File: config.mk
export PLATFORM = sky130hd
export DESIGN_NAME = uart_tx_rx_core
export DESIGN_NICKNAME = d
export VERILOG_FILES = /design/src/uart_pkg.sv /design/src/uart_tx_rx_core.sv
export VERILOG_INCLUDE_DIRS = /design/src
export SDC_FILE = /design/constraint.sdc
export NUM_CORES = 1
export LEC_CHECK = 0
export BUFFER_PORTS_ARGS = -buffer_cell sky130_fd_sc_hd__buf_2
export CAP_MARGIN = 40
export CORE_ASPECT_RATIO = 0.75
export CORE_MARGIN = 4
export CORE_UTILIZATION = 56
export DETAILED_ROUTE_END_ITERATION = 16
export PLACE_DENSITY_LB_ADDON = 0.05
export SLEW_MARGIN = 10
export SYNTH_ARGS = -nofsm -noshare
export SYNTH_HDL_FRONTEND = slang
export SYNTH_SLANG_ARGS = --single-unit
File: constraint.sdc
create_clock -name clk -period 4.3 [get_ports clk]
set_input_delay 0.86 -clock clk [delete_from_list [all_inputs] [get_ports clk]]
set_output_delay 0.86 -clock clk [all_outputs]
set_load 0.05 [all_outputs]
File: src/uart_consts.svh
// constants for the uart core: register map, field positions, reset values
// assumes inclusion by bare name from the core and the testbench
`ifndef UART_CONSTS_SVH
`define UART_CONSTS_SVH
`define A_CTRL      3'h0
`define A_STAT      3'h1
`define A_DATA      3'h2
`define A_IRQEN     3'h3
`define A_IRQFLG    3'h4
`define A_BAUDLO    3'h5
`define A_BAUDHI    3'h6
`define C_EVEN      0
`define C_PAREN     1
`define C_LENLO     2
`define C_LENHI     3
`define C_FRMLO     4
`define C_FRMHI     5
`define C_RXON      6
`define C_TXON      7
`define S_FULL      0
`define S_OVR       1
`define S_PAR       2
`define S_FRM       3
`define S_IDLE      4
`define S_END_TX      5
`define S_TX_EMPTY    6
`define S_TX_DONE     7
`define I_TX        7
`define I_RX        6
`define CTRL_RST    8'h00
`define BAUD_RST    16'h0001
`define TICK_MID    4'h7
`define TICK_LAST   4'hF
`define SYNC_BITS   4'h8
`define FULL_BITS   4'h8
`define IDLE_TICKS  8'hA0
`endif

File: src/uart_pkg.sv
// types shared by the uart core
// assumes uart_consts.svh is on the include path
package uart_pkg;
  typedef enum logic [2:0] {TX_IDLE, TX_START, TX_DATA, TX_PAR, TX_STOP} tx_state_t;
  typedef enum logic [2:0] {RX_IDLE, RX_START, RX_DATA, RX_PAR, RX_STOP} rx_state_t;
  typedef logic [7:0] byte_t;
endpackage : uart_pkg

File: src/uart_tx_rx_core.sv
// full-duplex uart core with register port, line pins and shift-clock pin
// assumes one 100 MHz clock; rxd and sync_clk_pin_in are asynchronous pins
//
// Overview of operation
// parity bit is low when data parity matches selected sense, else high
// receiver flags parity error when received parity bit disagrees
// parity disabled: no parity slot, a stop bit takes its place
// control bits 3:2 pick 8, 7, 6 or 5 data bits
// control bits 5:4 pick async, sync receive, or sync transmit
// enabled receiver splits each bit into 16 ticks; disabled it idles
// start edge accepted only if line still low at mid-bit
// bits sampled at bit centre, first bit is the lsb
// unused upper received data bits read as one
// one parity and one stop bit; flags updated, clean data loaded
// sync receive takes 8 bits on rising edges of external shift clock
// write to data register with transmitter on starts the frame, lsb first
// double-buffered transmitter; status bit 6 shows buffer free
// sync transmit sends 8 bits, drives shift clock, changes on falling edge
// receive-full sets on clean load, clears on reset or data read
// overrun keeps old character, drops new, clears on data read
// parity error only with parity on and async receiver
// framing error when first stop slot is low
// idle bit masks receive flags until ten high bits, then self-clears
// end-of-transmission masks tx empty until done; cleared by data write
// tx empty set by reset and transfer, cleared by data write
// tx done clears on reset and on transfer to shift register
// tx interrupt when empty and not end, or empty and done
// rx interrupt when full, overrun, parity or framing error is set
// async transmit line idles high and stop bits are high
`timescale 1ns/1ps
`include "uart_consts.svh"
`default_nettype none
module uart_tx_rx_core (
  input  wire logic         clk,
  input  wire logic         rst,
  input  wire logic [2:0]   addr,
  input  wire uart_pkg::byte_t wdata,
  input  wire logic         wr,
  input  wire logic         rd,
  output logic [7:0]        rdata,
  input  wire logic         rxd,
  output logic              txd,
  input  wire logic         sync_clk_pin_in,
  output logic              sync_clk_pin_out,
  output logic              sync_clk_pin_oe,
  output logic              irq_n
);
  import uart_pkg::*;

  // ==========================================================
  // helpers
  function automatic logic [3:0] nbits(input logic [1:0] len);
    nbits = `FULL_BITS - {2'b00, len};
  endfunction : nbits

  // right-align a byte shifted in from the top and pad with ones
  function automatic byte_t align(input byte_t sh, input logic [3:0] n);
    byte_t ones;
    ones  = 8'hFF << n;
    align = (sh >> (`FULL_BITS - n)) | ones;
  endfunction : align

  // ==========================================================
  // registers and synchronisers
  byte_t       ctrl_q, irqen_q, rx_data_q, tx_buf_q;
  logic [15:0] baud_q, baud_cnt_q;
  logic [7:0]  stat_q;
  logic [1:0]  rx_ff_q, sck_ff_q;
  logic        rxs_prev_q, sck_prev_q;
  logic        tick, par_on, tx_sync, rx_sync, tx_load, tx_fin;
  logic        rx_done, rx_perr, rx_ferr;
  logic        tx_flag, rx_flag, tx_empty_vis;
  logic [3:0]  tx_n, rx_n;
  wire         rxs = rx_ff_q[1];
  wire         sck = sck_ff_q[1];

  assign par_on  = ctrl_q[`C_PAREN];
  assign tx_sync = ctrl_q[`C_FRMHI];
  assign rx_sync = (ctrl_q[`C_FRMHI:`C_FRMLO] == 2'b01);
  assign tx_n    = tx_sync ? `SYNC_BITS : nbits(ctrl_q[`C_LENHI:`C_LENLO]);
  assign rx_n    = nbits(ctrl_q[`C_LENHI:`C_LENLO]);

  always_ff @(posedge clk or posedge rst) begin
    if (rst) begin
      rx_ff_q    <= 2'b11;
      sck_ff_q   <= 2'b11;
      rxs_prev_q <= 1'b1;
      sck_prev_q <= 1'b1;
    end else begin
      rx_ff_q    <= {rx_ff_q[0], rxd};
      sck_ff_q   <= {sck_ff_q[0], sync_clk_pin_in};
      rxs_prev_q <= rxs;
      sck_prev_q <= sck;
    end
  end

  // ==========================================================
  // baud divider: one tick per sixteenth of a bit
  always_ff @(posedge clk or posedge rst) begin
    if (rst) begin
      baud_cnt_q <= `BAUD_RST;
    end else if (baud_cnt_q == 16'h0000) begin
      baud_cnt_q <= baud_q;
    end else begin
      baud_cnt_q <= baud_cnt_q - 16'h0001;
    end
  end
  assign tick = (baud_cnt_q == 16'h0000);

  // ==========================================================
  // register writes
  always_ff @(posedge clk or posedge rst) begin
    if (rst) begin
      ctrl_q   <= `CTRL_RST;
      irqen_q  <= 8'h00;
      baud_q   <= `BAUD_RST;
      tx_buf_q <= 8'h00;
    end else if (wr) begin
      if (addr == `A_CTRL) begin
        ctrl_q <= wdata;
      end else if (addr == `A_DATA) begin
        tx_buf_q <= wdata;
      end else if (addr == `A_IRQEN) begin
        irqen_q <= wdata & 8'hC0;
      end else if (addr == `A_BAUDLO) begin
        baud_q[7:0] <= wdata;
      end else if (addr == `A_BAUDHI) begin
        baud_q[15:8] <= wdata;
      end
    end
  end

  // ==========================================================
  // transmitter
  tx_state_t  tx_st_q;
  logic [3:0] tx_tick_q, tx_cnt_q;
  byte_t      tx_sh_q;
  logic       tx_par_q, txd_q, sck_out_q;
  wire        tx_bit_end = tick && (tx_tick_q == `TICK_LAST);

  assign tx_load = (tx_st_q == TX_IDLE) && ctrl_q[`C_TXON] && !stat_q[`S_TX_EMPTY];
  assign tx_fin  = tx_bit_end && ((tx_st_q == TX_STOP) ||
                   (tx_sync && tx_st_q == TX_DATA && tx_cnt_q == tx_n - 4'h1));

  always_ff @(posedge clk or posedge rst) begin
    if (rst) begin
      tx_st_q   <= TX_IDLE;
      tx_tick_q <= 4'h0;
      tx_cnt_q  <= 4'h0;
      tx_sh_q   <= 8'h00;
      tx_par_q  <= 1'b0;
      txd_q     <= 1'b1;
      sck_out_q <= 1'b1;
    end else if (tx_st_q == TX_IDLE) begin
      txd_q     <= tx_sync ? txd_q : 1'b1;
      sck_out_q <= 1'b1;
      if (tx_load) begin
        tx_tick_q <= 4'h0;
        tx_cnt_q  <= 4'h0;
        // parity over the data bits actually sent
        tx_par_q  <= ^(tx_buf_q & ~(8'hFF << tx_n)) ^ ~ctrl_q[`C_EVEN];
        if (tx_sync) begin
          tx_st_q   <= TX_DATA;
          txd_q     <= tx_buf_q[0];
          tx_sh_q   <= tx_buf_q >> 1;
          sck_out_q <= 1'b0;
        end else begin
          tx_st_q <= TX_START;
          txd_q   <= 1'b0;
          tx_sh_q <= tx_buf_q;
        end
      end
    end else if (tick) begin
      tx_tick_q <= tx_tick_q + 4'h1;
      if (tx_sync && tx_tick_q == `TICK_MID) begin
        sck_out_q <= 1'b1;
      end
      if (tx_bit_end) begin
        case (tx_st_q)
          TX_START: begin
            tx_st_q <= TX_DATA;
            txd_q   <= tx_sh_q[0];
            tx_sh_q <= tx_sh_q >> 1;
          end
          TX_DATA: begin
            tx_cnt_q <= tx_cnt_q + 4'h1;
            if (tx_cnt_q != tx_n - 4'h1) begin
              txd_q   <= tx_sh_q[0];
              tx_sh_q <= tx_sh_q >> 1;
              if (tx_sync) begin
                sck_out_q <= 1'b0;
              end
            end else if (tx_sync) begin
              tx_st_q <= TX_IDLE;
            end else if (par_on) begin
              tx_st_q <= TX_PAR;
              txd_q   <= tx_par_q;
            end else begin
              tx_st_q <= TX_STOP;
              txd_q   <= 1'b1;
            end
          end
          TX_PAR: begin
            tx_st_q <= TX_STOP;
            txd_q   <= 1'b1;
          end
          default: begin
            tx_st_q <= TX_IDLE;
          end
        endcase
      end
    end
  end

  assign txd              = txd_q;
  assign sync_clk_pin_out = sck_out_q;
  assign sync_clk_pin_oe  = tx_sync;

  // ==========================================================
  // receiver
  rx_state_t  rx_st_q;
  logic [3:0] rx_tick_q, rx_cnt_q;
  byte_t      rx_sh_q;
  logic       rx_pbit_q, rx_done_q, rx_perr_q, rx_ferr_q;
  logic [7:0] idle_cnt_q;
  wire        sck_rise = sck && !sck_prev_q;

  always_ff @(posedge clk or posedge rst) begin
    if (rst) begin
      rx_st_q   <= RX_IDLE;
      rx_tick_q <= 4'h0;
      rx_cnt_q  <= 4'h0;
      rx_sh_q   <= 8'h00;
      rx_pbit_q <= 1'b0;
      rx_done_q <= 1'b0;
      rx_perr_q <= 1'b0;
      rx_ferr_q <= 1'b0;
    end else begin
      rx_done_q <= 1'b0;
      if (!ctrl_q[`C_RXON]) begin
        rx_st_q  <= RX_IDLE;
        rx_cnt_q <= 4'h0;
      end else if (rx_sync) begin
        rx_st_q <= RX_IDLE;
        if (sck_rise) begin
          rx_sh_q   <= {rxs, rx_sh_q[7:1]};
          rx_cnt_q  <= (rx_cnt_q == `SYNC_BITS - 4'h1) ? 4'h0 : rx_cnt_q + 4'h1;
          rx_done_q <= (rx_cnt_q == `SYNC_BITS - 4'h1);
          rx_perr_q <= 1'b0;
          rx_ferr_q <= 1'b0;
        end
      end else if (rx_st_q == RX_IDLE) begin
        rx_cnt_q <= 4'h0;
        if (!rxs && rxs_prev_q) begin
          rx_st_q   <= RX_START;
          rx_tick_q <= 4'h0;
        end
      end else if (tick) begin
        rx_tick_q <= rx_tick_q + 4'h1;
        if (rx_st_q == RX_START && rx_tick_q == `TICK_MID) begin
          rx_tick_q <= 4'h0;
          rx_st_q   <= rxs ? RX_IDLE : RX_DATA;
        end else if (rx_st_q != RX_START && rx_tick_q == `TICK_LAST) begin
          case (rx_st_q)
            RX_DATA: begin
              rx_sh_q  <= {rxs, rx_sh_q[7:1]};
              rx_cnt_q <= rx_cnt_q + 4'h1;
              if (rx_cnt_q == rx_n - 4'h1) begin
                rx_st_q <= par_on ? RX_PAR : RX_STOP;
              end
            end
            RX_PAR: begin
              rx_pbit_q <= rxs;
              rx_st_q   <= RX_STOP;
            end
            default: begin
              rx_st_q   <= RX_IDLE;
              rx_done_q <= 1'b1;
              rx_ferr_q <= !rxs;
              rx_perr_q <= par_on && (rx_pbit_q !=
                (^(align(rx_sh_q, rx_n) & ~(8'hFF << rx_n)) ^ ~ctrl_q[`C_EVEN]));
            end
          endcase
        end
      end
    end
  end

  assign rx_done = rx_done_q;
  assign rx_perr = rx_perr_q && !rx_sync;
  assign rx_ferr = rx_ferr_q && !rx_sync;

  // counts ticks of unbroken mark on the line for the idle bit
  always_ff @(posedge clk or posedge rst) begin
    if (rst) begin
      idle_cnt_q <= 8'h00;
    end else if (!rxs || !stat_q[`S_IDLE]) begin
      idle_cnt_q <= 8'h00;
    end else if (tick && idle_cnt_q != `IDLE_TICKS) begin
      idle_cnt_q <= idle_cnt_q + 8'h01;
    end
  end

  // ==========================================================
  // status flags; a hardware set wins over a same-cycle clear
  wire data_rd = rd && (addr == `A_DATA);
  wire data_wr = wr && (addr == `A_DATA);
  wire st_wr   = wr && (addr == `A_STAT);
  wire rx_live = rx_done && ctrl_q[`C_RXON] && !stat_q[`S_IDLE];
  wire rx_bad  = rx_perr || rx_ferr;

  always_ff @(posedge clk or posedge rst) begin
    if (rst) begin
      stat_q    <= 8'h00;
      stat_q[`S_TX_EMPTY] <= 1'b1;
      rx_data_q <= 8'hFF;
    end else begin
      if (data_rd) begin
        stat_q[`S_FRM:`S_FULL] <= 4'h0;
      end
      if (rx_live) begin
        if (rx_bad) begin
          if (rx_perr) stat_q[`S_PAR] <= 1'b1;
          if (rx_ferr) stat_q[`S_FRM] <= 1'b1;
        end else if (stat_q[`S_FULL] && !data_rd) begin
          stat_q[`S_OVR] <= 1'b1;
        end else begin
          stat_q[`S_FULL] <= 1'b1;
          rx_data_q <= rx_sync ? rx_sh_q : align(rx_sh_q, rx_n);
        end
      end
      if (st_wr && wdata[`S_IDLE]) begin
        stat_q[`S_IDLE] <= 1'b1;
      end else if (idle_cnt_q == `IDLE_TICKS) begin
        stat_q[`S_IDLE] <= 1'b0;
      end
      if (st_wr && wdata[`S_END_TX]) begin
        stat_q[`S_END_TX] <= 1'b1;
      end else if (data_wr) begin
        stat_q[`S_END_TX] <= 1'b0;
      end
      if (tx_load) begin
        stat_q[`S_TX_EMPTY] <= 1'b1;
        stat_q[`S_TX_DONE]  <= 1'b0;
      end else begin
        if (data_wr) stat_q[`S_TX_EMPTY] <= 1'b0;
        if (tx_fin)  stat_q[`S_TX_DONE]  <= 1'b1;
      end
    end
  end

  assign tx_empty_vis = stat_q[`S_TX_EMPTY] && (!stat_q[`S_END_TX] || stat_q[`S_TX_DONE]);
  assign tx_flag = irqen_q[`I_TX] && tx_empty_vis;
  assign rx_flag = irqen_q[`I_RX] && (|stat_q[`S_FRM:`S_FULL]);

  always_ff @(posedge clk or posedge rst) begin
    if (rst) begin
      irq_n <= 1'b1;
    end else begin
      irq_n <= !(tx_flag || rx_flag);
    end
  end

  // ==========================================================
  // read port: data stand one cycle after the strobe
  always_ff @(posedge clk or posedge rst) begin
    if (rst) begin
      rdata <= 8'h00;
    end else if (rd) begin
      if (addr == `A_CTRL) begin
        rdata <= ctrl_q;
      end else if (addr == `A_STAT) begin
        rdata <= {stat_q[7], tx_empty_vis, stat_q[5:0]};
      end else if (addr == `A_DATA) begin
        rdata <= rx_data_q;
      end else if (addr == `A_IRQEN) begin
        rdata <= irqen_q;
      end else if (addr == `A_IRQFLG) begin
        rdata <= {tx_flag, rx_flag, 6'h00};
      end else if (addr == `A_BAUDLO) begin
        rdata <= baud_q[7:0];
      end else if (addr == `A_BAUDHI) begin
        rdata <= baud_q[15:8];
      end else begin
        rdata <= 8'h00;
      end
    end else begin
      rdata <= 8'h00;
    end
  end
endmodule : uart_tx_rx_core
`default_nettype wire

==> impl_results.md <==
* CP max FO at 19
* Max Freq at 0.2697 GHz
* Post-CTS resize count at 0
* Post-Syn Nets at 748
* Fin. max-slew vios at 0
* Setup Buffers After CTS at 0
* CP Capture Type: flip-flop
* Area leader, netlist: dfrtp_1
* Count of cell types in the netlist at between 50 and 60
* Peak VDD IR at 0.3503 mV
* Mapped Cells at 717
* Layout cells sized above 1 at 0.2040
* CTS Sinks at around 130
* Headroom to the max-slew limit at 0.4194
* Worst path arrival time at 4.00 ns
* Via count at 5541
* CTS H-tree lvls at 4
* Post-route clock period utilization at 0.8624
* DRC at 0
* Clock latency on the worst-skew pair at 0.42 ns
* Drt first pass iters at 7
* Initial antenna violation count at 0
* Die Y-Extent at 105.9 µm
* Grt total ovfl at 0
* Async SR Flop Fraction at 1.000
* Die W at about 140 µm
* Status: finished clean
* Crit-path cells: inv_1 > ha_1 > nor2_1 > nor3b_1 > xor2_1 > o31ai_2 > nor4_4 > mux2_2
* Delay-heaviest family, CP: simple AND/OR/NAND/NOR gates
* Register bit total from synthesis at about 130
* Most used DFF post-synth: dfrtp_1
* GRT Total Usage at 0.2397
* Sw Pwr at 1344 µW
* Comb power frac at 0.238
* Initial DRC Count at 458
* TritonCTS buffer count at 17
* Critical Path Start: ctrl_q[2]
* CTS tree: built
* Largest net degree at the start of global routing at 90
* Sw Ratio at 0.3206
* RePlAce Congestion at between 0.8 and 0.9
* Clock Pin Slew Worst Setup and Hold Paths at 0.06 ns
* Commonest cells in the netlist: dfrtp_1, nand2_1, nor2_1, o21ai_0, mux2_2
* Root buf cell: clkbuf_16
* Routed Antenna Nets at 0
* CTS Hold Buffers Added at 0
* Number of max-cap violations at 0
* Crit path buf inv count at 1
* Site Rows at 35
* Leak at 0.003432 µW
* CP Launch Type: flip-flop
* Core Area at 12390 µm²
* Routed WL at about 17000 µm
* Post-layout min period at 3.708 ns
* Port Buf Inserts at 28
* ANT cells at 0
* Final hold violation count at 0
* Final net count at about 770
* Clock share of power at 0.352
* Cell Pwr Density at 517.6 nW/µm²
* Final-report setup violation count at 0
* Slowest-stage cell, CP: ha_1
* Reg2Reg Setup Slack at about 0.59 ns
* Hpwl dp at roughly 12000 µm
* Count leader, synth: dfrtp_1
* Vias in the first global route at 5384
* Initial core utilization at 0.5773
* Num ports at 29
* Sequential Power Share at 0.411
* RR Startpoint: ctrl_q[2]
* Setup ws final at around 0.59 ns
* Area growth syn-to-layout at 13.22%
* Register area share after synthesis at 0.4722
* Pint at ~2800 µW
* Placed cell area at 7498 µm²
* Max clock buf depth at 2
* Top-area cell type share of the netlist area at 0.3987
* Top post-synthesis cells by area: dfrtp_1, mux2_2, dfstp_2
* Crit Reg-Reg Endpoint: tx_sh_q[0]
* EDFF count, synth at 0
* Layout Skew at 0.009044 ns
* Worst slew pin tran at 0.8710 ns
* Finished Core Util at 0.6536
* Setup Slack @ Placement at 0.6833 ns
* Drt wl/cell at 18.25 µm
* R2R depth at 8
* Critical Path End: tx_sh_q[0]
* Worst EP required at between 4 and 5 ns
* Die Area at 14670 µm²
* Post-synthesis cell area at approximately 7200 µm²
* Fin area at 8100 µm²
* Setup Total Neg Slack at 0 ns
* RSZ-0062 raised after global routing: false
* Syn avg cell area at 9.978 µm²
* Critical path depth at 8
* Post-DR vias/cell at 6.016
* Non-Filler Instances at 921
* Placed Cells at 889
* Worst Hold Class: flip-flop to flip-flop
* CP max stage delay at 0.76 ns
* Synthesis Warnings at 0
* Critical path class: flip-flop to flip-flop
* First-pass GRT wire length at 28100 µm
## flip-flops by register name, indices dropped and copies added, names as in the netlist, 2 cells and up
register    cells
baud_cnt_q     16
baud_q         16
ctrl_q          8
idle_cnt_q      8
rdata           8
rx_data_q       8
rx_sh_q         8
stat_q          8
tx_buf_q        8
tx_sh_q         8
rx_cnt_q        4
rx_tick_q       4
tx_cnt_q        4
tx_tick_q       4
rx_st_q         3
tx_st_q         3
irqen_q         2
rx_ff_q         2
sck_ff_q        2
## per-stage QoR
stage / hold WS (ns) / power (µW)
4_1_cts: 0.3560 / 4212
3_5_place_dp: 0.3468 / 2721
6_report: 0.3551 / 4193
5_1_grt: 0.3642 / 4419
2_1_floorplan: 0.3452 / 2465
3_3_place_gp: 0.3464 / 2680
## final cells by class
cell class,count,area [µm²]
Multi-Input combinational cell,531,3590
Clock inverter,11,151.4
Sequential cell,134,3378
Fill cell,959,4293
Inverter,19,75.07
Clock buffer,21,450.4
Tap cell,166,207.7
Timing Repair Buffer,39,247.7
## power groups by stage
stage	registers, µW	logic [µW]	clock network, µW
after floorplan	1710	757	0
after global placement	1730	952	0
after detailed placement	1740	981	0
after CTS	1720	997	1490
after global routing	1760	1110	1550
final	1720	996	1470
## metal layers
layer,global-route usage,vias to the layer above,wire length [µm]
met2,0.3628,164,7567
met3,0.04717,14,911
met4,0.05924,0,151
li1,-,2620,-
met5,0,-,0
met1,0.3565,2743,8181
## worst min-delay path by stage
stage                      from           to  slack (ns)  cells after the start
finish              sck_ff_q[0]  sck_ff_q[1]        0.36                      0
global route        sck_ff_q[0]  sck_ff_q[1]        0.36                      0
CTS                 sck_ff_q[0]  sck_ff_q[1]        0.36                      0
detailed placement  sck_ff_q[0]  sck_ff_q[1]        0.35                      0
global placement    sck_ff_q[0]  sck_ff_q[1]        0.35                      0
floorplan            rx_ff_q[0]   rx_ff_q[1]        0.35                      0
## kinds of logic (layout without fill, tap and decap cells)
logic type / after synthesis / after routing / synth area share
simple gates: 235 / 235 / 0.1611
compound gates: 168 / 168 / 0.1450
flops: 134 / 134 / 0.4722
mux: 70 / 70 / 0.1140
buf+inv: 52 / 90 / 0.02746
xor+xnor: 44 / 44 / 0.05579
fa+ha+maj: 14 / 14 / 0.02448
## layout by cell type (no fill, tap or decap), types with 12 or more instances in the layout
cell type  count
buf_2         28
xnor2_1       26
clkbuf_16     17
nor3_1        13
nand2_1       70
xor2_1        17
inv_1         18
o21ai_0       58
mux2_2        52
mux2i_1       14
ha_1          14
a21oi_1       49
nand2b_1      12
dfrtp_1      114
dfstp_2       20
nor2_1        62
nand3_1       21
Power figures use the tool's default switching activity.
